$ cat src/ifsb_pkg.sv
// Constants for the interrupt flag status bank
// Functional notes
// - An implemented flag reads 1 once its source has raised a request and 0 if none occurred.
// - Flag word 1 holds comparator at bit 2, I2C one master at bit 1, I2C one slave at bit 0.
// - Flag word 2 holds DMA channel 4 at bit 14, parallel port at bit 13; 15 and 12..5 read 0.
// - Flag word 2 holds DMA 3 at bit 4, CAN event 3, CAN receive 2, SPI two event 1, error 0.
// - Flag word 3 holds PWM one fault A 15, RTC 14, DMA 5 at 13, encoder one 10, PWM one error 9.
// - Flag word 3 bits 12..11 and 8..0 ignore writes and read as zero.
// - Flag word 4 holds DAC left 15, DAC right 14, encoder two 11, PWM two fault A 10, error 9.
// - Flag word 4 holds CAN transmit 6, DMA 7 at 5, DMA 6 at 4, CRC 3, UART two err 2, one err 1.
// - Flag word 4 bits 13..12, 8..7 and 0 read as zero.
// - Without a CAN controller the CAN event, receive and transmit flags never rise.
// - Without an audio DAC the DAC left and right flags never rise.
// - Every implemented flag is software readable and writable and clears at reset.
package ifsb_pkg;
  // Register byte offsets on the bus
  localparam logic [7:0] IFSB_OFS_FLAG1 = 8'h00;
  localparam logic [7:0] IFSB_OFS_FLAG2 = 8'h04;
  localparam logic [7:0] IFSB_OFS_FLAG3 = 8'h08;
  localparam logic [7:0] IFSB_OFS_FLAG4 = 8'h0C;
  localparam int IFSB_NUM_REGS = 4;
  // Reset value of every flag word
  localparam logic [15:0] IFSB_FLAG_RST = 16'h0000;
  // Implemented-bit masks per flag word
  localparam logic [15:0] IFSB_MASK1 = 16'h0007;
  localparam logic [15:0] IFSB_MASK2 = 16'h601F;
  localparam logic [15:0] IFSB_MASK3 = 16'hE600;
  localparam logic [15:0] IFSB_MASK4 = 16'hCE7E;
  // Flag word 1 bit positions
  localparam int IFSB_B1_CMP = 2;
  localparam int IFSB_B1_I2C1_MST = 1;
  localparam int IFSB_B1_I2C1_SLV = 0;
  // Flag word 2 bit positions
  localparam int IFSB_B2_DMA4 = 14;
  localparam int IFSB_B2_PPORT = 13;
  localparam int IFSB_B2_DMA3 = 4;
  localparam int IFSB_B2_CAN_EVT = 3;
  localparam int IFSB_B2_CAN_RX = 2;
  localparam int IFSB_B2_SPI2_EVT = 1;
  localparam int IFSB_B2_SPI2_ERR = 0;
  // Flag word 3 bit positions
  localparam int IFSB_B3_PWM1_FLT = 15;
  localparam int IFSB_B3_RTC = 14;
  localparam int IFSB_B3_DMA5 = 13;
  localparam int IFSB_B3_ENC1 = 10;
  localparam int IFSB_B3_PWM1_ERR = 9;
  // Flag word 4 bit positions
  localparam int IFSB_B4_DAC_L = 15;
  localparam int IFSB_B4_DAC_R = 14;
  localparam int IFSB_B4_ENC2 = 11;
  localparam int IFSB_B4_PWM2_FLT = 10;
  localparam int IFSB_B4_PWM2_ERR = 9;
  localparam int IFSB_B4_CAN_TX = 6;
  localparam int IFSB_B4_DMA7 = 5;
  localparam int IFSB_B4_DMA6 = 4;
  localparam int IFSB_B4_CRC = 3;
  localparam int IFSB_B4_UART2_ERR = 2;
  localparam int IFSB_B4_UART1_ERR = 1;
  // Variant masks: bits removed when a peripheral is absent
  localparam logic [15:0] IFSB_CAN2_BITS = 16'h000C;
  localparam logic [15:0] IFSB_CAN4_BITS = 16'h0040;
  localparam logic [15:0] IFSB_DAC4_BITS = 16'hC000;
endpackage

$ cat src/ifsb_flag_if.sv
// Interface between the bus front end and one flag word
`timescale 1ns/100ps
interface ifsb_flag_if;
  logic wr_en;
  logic [1:0] be;
  logic [15:0] wdata;
  logic [15:0] event_set;
  logic [15:0] value;
  modport ctrl (output wr_en, output be, output wdata, output event_set, input value);
  modport word (input wr_en, input be, input wdata, input event_set, output value);
endinterface

$ cat src/ifsb_flag_word.sv
// One 16-bit word of sticky interrupt flags
`timescale 1ns/100ps
module ifsb_flag_word
  import ifsb_pkg::*;
#(
  parameter logic [15:0] IMPL_MASK = 16'hFFFF
)
(
  // Clock and reset
  input wire logic clk_i,
  input wire logic rst_i,
  // Access from the front end
  ifsb_flag_if.word fw
);
  logic [15:0] flag_q;
  logic [15:0] flag_d;
  logic [15:0] wmask;

  // Next flag value; an event in the clearing cycle still sets the flag
  always_comb
  begin
    wmask = {{8{fw.be[1]}}, {8{fw.be[0]}}} & {16{fw.wr_en}};
    flag_d = (flag_q & ~(wmask & ~fw.wdata)) | (wmask & fw.wdata) | fw.event_set;
    flag_d = flag_d & IMPL_MASK;
  end

  // Flag storage
  always_ff @(posedge clk_i)
  begin
    if (rst_i)
    begin
      flag_q <= IFSB_FLAG_RST;
    end
    else
    begin
      flag_q <= flag_d;
    end
  end

  assign fw.value = flag_q;
endmodule

$ cat src/ifsb_top.sv
// Interrupt flag status bank with a classic Wishbone slave
`timescale 1ns/100ps
module ifsb_top
  import ifsb_pkg::*;
#(
  parameter bit HAS_CAN = 1'b1,
  parameter bit HAS_DAC = 1'b1
)
(
  // Clock and reset
  input wire logic clk_i,
  input wire logic rst_i,
  // Wishbone slave
  input wire logic cyc_i,
  input wire logic stb_i,
  input wire logic we_i,
  input wire logic [7:0] adr_i,
  input wire logic [3:0] sel_i,
  input wire logic [31:0] dat_i,
  output logic [31:0] dat_o,
  output logic ack_o,
  // Flag word 1 sources
  input wire logic comparator_req_i,
  input wire logic i2c_one_master_req_i,
  input wire logic i2c_one_slave_req_i,
  // Flag word 2 sources
  input wire logic dma_ch4_done_i,
  input wire logic parallel_port_req_i,
  input wire logic dma_ch3_done_i,
  input wire logic can_event_i,
  input wire logic can_rx_ready_i,
  input wire logic spi_two_event_i,
  input wire logic spi_two_error_i,
  // Flag word 3 sources
  input wire logic pwm_one_fault_a_i,
  input wire logic rtc_event_i,
  input wire logic dma_ch5_done_i,
  input wire logic encoder_one_event_i,
  input wire logic pwm_one_error_i,
  // Flag word 4 sources
  input wire logic dac_left_req_i,
  input wire logic dac_right_req_i,
  input wire logic encoder_two_event_i,
  input wire logic pwm_two_fault_a_i,
  input wire logic pwm_two_error_i,
  input wire logic can_tx_request_i,
  input wire logic dma_ch7_done_i,
  input wire logic dma_ch6_done_i,
  input wire logic crc_gen_i,
  input wire logic uart_two_error_i,
  input wire logic uart_one_error_i,
  // Flag words toward the core
  output logic [15:0] flag_word1_o,
  output logic [15:0] flag_word2_o,
  output logic [15:0] flag_word3_o,
  output logic [15:0] flag_word4_o
);
  // Variant masks remove flags of absent peripherals entirely
  // no CAN flags
  localparam logic [15:0] CAN2_KEEP = HAS_CAN ? 16'hFFFF : ~IFSB_CAN2_BITS;
  localparam logic [15:0] CAN4_KEEP = HAS_CAN ? 16'hFFFF : ~IFSB_CAN4_BITS;
  localparam logic [15:0] DAC4_KEEP = HAS_DAC ? 16'hFFFF : ~IFSB_DAC4_BITS;
  localparam logic [15:0] WORD_MASK [IFSB_NUM_REGS] = '{
    IFSB_MASK1,
    IFSB_MASK2 & CAN2_KEEP,
    IFSB_MASK3,
    IFSB_MASK4 & CAN4_KEEP & DAC4_KEEP
  };

  ifsb_flag_if flag_bus [IFSB_NUM_REGS] ();

  logic ack_q;
  logic ack_d;
  logic [31:0] rdata_q;
  logic [31:0] rdata_d;
  logic [IFSB_NUM_REGS-1:0] hit;
  logic [15:0] ev [IFSB_NUM_REGS];
  logic [15:0] val [IFSB_NUM_REGS];

  // Address decode; unmapped offsets answer with zero and drop writes
  always_comb
  begin
    hit = '0;
    case (adr_i)
      IFSB_OFS_FLAG1: hit[0] = 1'b1;
      IFSB_OFS_FLAG2: hit[1] = 1'b1;
      IFSB_OFS_FLAG3: hit[2] = 1'b1;
      IFSB_OFS_FLAG4: hit[3] = 1'b1;
      default: hit = '0;
    endcase
  end

  // Event vectors per flag word
  always_comb
  begin
    ev[0] = '0;
    ev[1] = '0;
    ev[2] = '0;
    ev[3] = '0;
    ev[0][IFSB_B1_CMP] = comparator_req_i;
    ev[0][IFSB_B1_I2C1_MST] = i2c_one_master_req_i;
    ev[0][IFSB_B1_I2C1_SLV] = i2c_one_slave_req_i;
    ev[1][IFSB_B2_DMA4] = dma_ch4_done_i;
    ev[1][IFSB_B2_PPORT] = parallel_port_req_i;
    ev[1][IFSB_B2_DMA3] = dma_ch3_done_i;
    ev[1][IFSB_B2_CAN_EVT] = can_event_i;
    ev[1][IFSB_B2_CAN_RX] = can_rx_ready_i;
    ev[1][IFSB_B2_SPI2_EVT] = spi_two_event_i;
    ev[1][IFSB_B2_SPI2_ERR] = spi_two_error_i;
    ev[2][IFSB_B3_PWM1_FLT] = pwm_one_fault_a_i;
    ev[2][IFSB_B3_RTC] = rtc_event_i;
    ev[2][IFSB_B3_DMA5] = dma_ch5_done_i;
    ev[2][IFSB_B3_ENC1] = encoder_one_event_i;
    ev[2][IFSB_B3_PWM1_ERR] = pwm_one_error_i;
    ev[3][IFSB_B4_DAC_L] = dac_left_req_i;
    ev[3][IFSB_B4_DAC_R] = dac_right_req_i;
    ev[3][IFSB_B4_ENC2] = encoder_two_event_i;
    ev[3][IFSB_B4_PWM2_FLT] = pwm_two_fault_a_i;
    ev[3][IFSB_B4_PWM2_ERR] = pwm_two_error_i;
    ev[3][IFSB_B4_CAN_TX] = can_tx_request_i;
    ev[3][IFSB_B4_DMA7] = dma_ch7_done_i;
    ev[3][IFSB_B4_DMA6] = dma_ch6_done_i;
    ev[3][IFSB_B4_CRC] = crc_gen_i;
    ev[3][IFSB_B4_UART2_ERR] = uart_two_error_i;
    ev[3][IFSB_B4_UART1_ERR] = uart_one_error_i;
  end

  // One flag word per register; the write lands on the ack edge only
  genvar g;
  generate
    for (g = 0; g < IFSB_NUM_REGS; g++)
    begin : g_word
      assign flag_bus[g].wr_en = cyc_i & stb_i & we_i & ack_q & hit[g];
      assign flag_bus[g].be = sel_i[1:0];
      assign flag_bus[g].wdata = dat_i[15:0];
      assign flag_bus[g].event_set = ev[g];
      assign val[g] = flag_bus[g].value;
      ifsb_flag_word #(
        .IMPL_MASK(WORD_MASK[g])
      ) u_word (
        .clk_i(clk_i),
        .rst_i(rst_i),
        .fw(flag_bus[g].word)
      );
    end
  endgenerate

  // Ack one cycle after the request, dropped the cycle after
  always_comb
  begin
    ack_d = cyc_i & stb_i & ~ack_q;
    rdata_d = rdata_q;
    if (ack_d)
    begin
      rdata_d = 32'h0000_0000;
      for (int i = 0; i < IFSB_NUM_REGS; i++)
      begin
        if (hit[i])
        begin
          rdata_d = {16'h0000, val[i]};
        end
      end
    end
  end

  // Bus answer registers
  always_ff @(posedge clk_i)
  begin
    if (rst_i)
    begin
      ack_q <= 1'b0;
      rdata_q <= 32'h0000_0000;
    end
    else
    begin
      ack_q <= ack_d;
      rdata_q <= rdata_d;
    end
  end

  // Outputs straight from registers
  assign ack_o = ack_q;
  assign dat_o = rdata_q;
  assign flag_word1_o = val[0];
  assign flag_word2_o = val[1];
  assign flag_word3_o = val[2];
  assign flag_word4_o = val[3];
endmodule

$ cat config.mk
export PLATFORM = sky130hd
export DESIGN_NAME = ifsb_top
export DESIGN_NICKNAME = d
export VERILOG_FILES = /design/src/ifsb_pkg.sv /design/src/ifsb_flag_if.sv /design/src/ifsb_flag_word.sv /design/src/ifsb_top.sv
export SDC_FILE = /design/constraint.sdc
export NUM_CORES = 1
export LEC_CHECK = 0
export ABC_AREA = 1
export BUFFER_PORTS_ARGS = -buffer_cell sky130_fd_sc_hd__clkbuf_2
export CELL_PAD_IN_SITES_DETAIL_PLACEMENT = 0
export CELL_PAD_IN_SITES_GLOBAL_PLACEMENT = 2
export CORE_ASPECT_RATIO = 1.2
export CORE_MARGIN = 2
export CORE_UTILIZATION = 23
export CTS_CLUSTER_DIAMETER = 120
export DETAILED_ROUTE_END_ITERATION = 6
export PLACE_DENSITY_LB_ADDON = 0.05
export SYNTH_ARGS = -nofsm -noshare
export SYNTH_HDL_FRONTEND = slang
export SYNTH_HIERARCHICAL = 1
export SYNTH_SLANG_ARGS = --single-unit
$ cat constraint.sdc
create_clock -name clk_i -period 4.9 [get_ports clk_i]
set_input_delay 0.98 -clock clk_i [delete_from_list [all_inputs] [get_ports clk_i]]
set_output_delay 0.98 -clock clk_i [all_outputs]
set_load 0.02 [all_outputs]
==> flow_summary.yaml <==
status:
  run_status: "finished, final reports clean"
drt:
  first_pass_iters: 5
  drt-wirelength-per-cell_um: 14.1
  post_drt_via_cell_ratio: 4.07
  dr_total_vias: 2949
  postRouteWirelength_mm: 10.2
  route.detailed.drc: 0
  drt-initial-drc-count: 101
  postRouteAntennaNets: 0
place:
  place_congestion: 0.742
  port_buffers: 96
  post-dp-hpwl_mm: 7.91
timing:
  highest_attainable_clock_frequency_mhz: 414
  setup_total_negative_slack_ns: 0
  final_hold_viol_count: 0
  worst_clock_skew_ns: 0.00423
  post-route-period-util_pct: 49.3
  rsz0062_at_grt: "no"
  worst_pin_slew_ns: 0.631
  finalMaxSlewViolations: 0
  post-route-min-period_ns: 2.42
  setup_violating_endpoint_count_in_the_final_report: 0
  maxSlewHeadroom_pct: 57.9
power:
  power.combinational.fraction_pct: 19.5
  seqPwrFrac_pct: 43.0
  p_total_w: 0.000887
  p_clk_share_pct: 37.5
  leakage_power_total_nw: 2.06
  p_int_w: 0.000602
  net-switching-power_w: 0.000285
  max-vdd-ir-drop_mv: 0.106
  netSwitchingFraction_pct: 32.2
  cellPowerDensity_mw_per_mm2: 253
clocking:
  tritoncts: "done"
  post_cts_resize_count: 0
  cts_hold_repair.buffers: 0
  cts-buffers-inserted: 5
  ctsHtreeMaxLevel: 2
  clock_tree_buffer_depth: 2
  clk_root_buffer_cell: "sky130_fd_sc_hd__clkbuf_16"
  count_of_clock_tree_sinks: 43
  clock_transition_time_at_the_flip_flop_clock_pins_of_the_worst_setup_and_hold_paths_ns: 0.06
  post-cts-setup-buffers: 0
  clkLatencyLatePin_ns: 0.29
worst_setup_path:
  cp-start-kind: "input port"
  cp_slowest_stage_delay_ns: 0.32
  cp_data_required_time_ns: 5.09
  timing.rr.end: "g_word[2].u_word/fw.value[15]$_SDFF_PP0_"
  cp.arrival_ns: 2.61
  reg2reg_slack_ns: 3.28
  cp_cell_sequence: "clkbuf_2 > nor2_2 > nand2_4 > nor2_8 > inv_4 > nor2_1 > buf_4 > nand2_1 > nand2_1 > nand3_1 > nand2_1 > inv_1"
  slowest_stage: "sky130_fd_sc_hd__nor2_8"
  critical_path.max_fanout: 17
  rr_startpoint: "ack_o$_SDFF_PP0_"
  rr_worst_depth: 8
  type_of_destination_of_the_critical_path: "flip-flop"
  cpMostUsedCell: "sky130_fd_sc_hd__nand2_1"
  crit_type: "in2reg"
worst_hold_path:
  hold_end: "dat_o[15]$_SDFFE_PP0P_"
  worstHoldPathType: "reg2reg"
  worstHoldPathCells: 2
  timing.hold.worst.start: "dat_o[15]$_SDFFE_PP0P_"
synthesis:
  yosys_warnings: 6
  async_flop_share_pct: 0
  main_flop_type_after_synthesis: "sky130_fd_sc_hd__dfxtp_1"
  synthDistinctLibCells: 25
  synth_enable_flop_cells: 0
  synth.yosys.seq_area_share_pct: 28.8
  mappedNetlistArea_sq_mm: 0.00299
  syn-mean-instance-area_sq_um: 6.32
  post_synthesis_cells: 473
  synth_seq_cells: 43
global_route:
  grt_first_pass_wirelength_mm: 15.5
  grt_usage_pct: 14.8
  grt_pass1_vias: 2820
  antenna_found_initial: 0
  grt_overflow_total: 0
  largest_net_degree_at_the_start_of_global_routing: 34
die:
  die_y_um: 129
  fp.dieArea_sq_mm: 0.0139
  fp.coreArea_sq_mm: 0.0127
  starting_density_pct: 23.6
  num_rows: 45
  die_width_um: 108
  ioPinCount: 172
cells_and_area:
  layout-area-overhead-vs-synth_pct: 17.4
  insertedDiodeCount: 0
  fraction_of_final_layout_cells_with_drive_strength_greater_than_1_pct: 22.0
  num-nets-final: 634
  post-route-util_pct: 27.7
flow_run:
  cap_viol_max_count: 0
## kinds of logic (layout without fill, tap and decap cells)
logic type	count (synthesis)	count (layout)	share of synthesized area (%)
flip-flops	43	43	28.8
AO/OA/AOI/OAI	48	48	8.04
other	5	54	0.628
buffers and inverters	149	187	27.8
AND/OR/NAND/NOR	228	228	34.8
## layout make-up
cell class                      count  area [sq um]
Inverter                           79           313
Clock buffer                        7           133
Sequential cell                    43           861
Timing Repair Buffer              100           510
Tap cell                          164           205
Fill cell                        1531          9160
Clock inverter                      1          5.00
Multi-Input combinational cell    330          1480
## power groups by stage
stage | Sequential [W] | Clock (W) | Combinational [W]
finish | 0.000382 | 0.000333 | 0.000173
global route | 0.000385 | 0.000354 | 0.000194
CTS | 0.000383 | 0.000347 | 0.000172
detailed placement | 0.000391 | 0 | 0.000172
global placement | 0.000391 | 0 | 0.000172
floorplan | 0.000403 | 0 | 0.000127
## stage by stage
step / cell area, sq um / hold WS (ns) / instances / worst slack (ns)
floorplan: 3170 / 0.545 / 522 / 2.59
global placement: 3370 / 0.455 / 716 / 2.14
detailed placement: 3370 / 0.458 / 716 / 2.14
CTS: 3510 / 0.468 / 724 / 2.45
global route: 3510 / 0.481 / 724 / 2.27
finish: 3510 / 0.464 / 724 / 2.48
## state kept, by name (all words and copies together), names as in the netlist
signal                  count
ack_o                       1
dat_o                      16
g_word.u_word/fw.value     26
## critical path, delay by kind of cell
family                 cells  cell delay, ns
and+or+nand+nor            8            1.09
buffers and inverters      4            0.51
## routing by layer
layer	vias up	routed length, um	track usage, %
met1	1319	4600	18.3
met3	6	618	3.90
met2	87	4900	25.2
met4	0	107	3.85
li1	1537	-	-
met5	-	0	0
## layout by cell type (no fill, tap or decap), types with 2 or more instances in the layout
master | Yosys | routed
sky130_fd_sc_hd__a21oi_1 | 32 | 32
sky130_fd_sc_hd__buf_4 | 59 | 4
sky130_fd_sc_hd__clkbuf_1 | 5 | 2
sky130_fd_sc_hd__clkbuf_16 | 0 | 5
sky130_fd_sc_hd__clkbuf_2 | 0 | 96
sky130_fd_sc_hd__clkinv_1 | 2 | 2
sky130_fd_sc_hd__conb_1 | 5 | 54
sky130_fd_sc_hd__dfxtp_1 | 43 | 43
sky130_fd_sc_hd__inv_1 | 73 | 73
sky130_fd_sc_hd__inv_2 | 2 | 2
sky130_fd_sc_hd__nand2_1 | 122 | 122
sky130_fd_sc_hd__nand2_2 | 6 | 6
sky130_fd_sc_hd__nand3_1 | 84 | 84
sky130_fd_sc_hd__nor2_1 | 4 | 4
sky130_fd_sc_hd__nor2_2 | 2 | 2
sky130_fd_sc_hd__nor2_4 | 3 | 3
sky130_fd_sc_hd__nor4_1 | 2 | 2
sky130_fd_sc_hd__o21ai_1 | 16 | 16
## synthesized netlist by cell type, types with 3 or more instances
| master | instances | area share (%) |
|---|---|---|
| sky130_fd_sc_hd__nand2_1 | 122 | 15 |
| sky130_fd_sc_hd__nand3_1 | 84 | 14 |
| sky130_fd_sc_hd__inv_1 | 73 | 9.2 |
| sky130_fd_sc_hd__buf_4 | 59 | 15 |
| sky130_fd_sc_hd__dfxtp_1 | 43 | 29 |
| sky130_fd_sc_hd__a21oi_1 | 32 | 5.4 |
| sky130_fd_sc_hd__o21ai_1 | 16 | 2.7 |
| sky130_fd_sc_hd__nand2_2 | 6 | 1.3 |
| sky130_fd_sc_hd__clkbuf_1 | 5 | 0.63 |
| sky130_fd_sc_hd__conb_1 | 5 | 0.63 |
| sky130_fd_sc_hd__buf_6 | 4 | 1.5 |
| sky130_fd_sc_hd__nor2_1 | 4 | 0.50 |
| sky130_fd_sc_hd__nor2_4 | 3 | 1.1 |
## worst max-delay path by stage
stage                         from  cells after the start                                       end
after global routing      adr_i[7]                     12  g_word[3].u_word/fw.value[10]$_SDFF_PP0_
after floorplan           adr_i[7]                      8  g_word[2].u_word/fw.value[10]$_SDFF_PP0_
after CTS                 adr_i[7]                     12  g_word[3].u_word/fw.value[14]$_SDFF_PP0_
after global placement    adr_i[7]                     12  g_word[3].u_word/fw.value[11]$_SDFF_PP0_
after detailed placement  adr_i[7]                     12  g_word[3].u_word/fw.value[14]$_SDFF_PP0_
final                     adr_i[7]                     12  g_word[3].u_word/fw.value[14]$_SDFF_PP0_
Power figures use the tool's default switching activity.
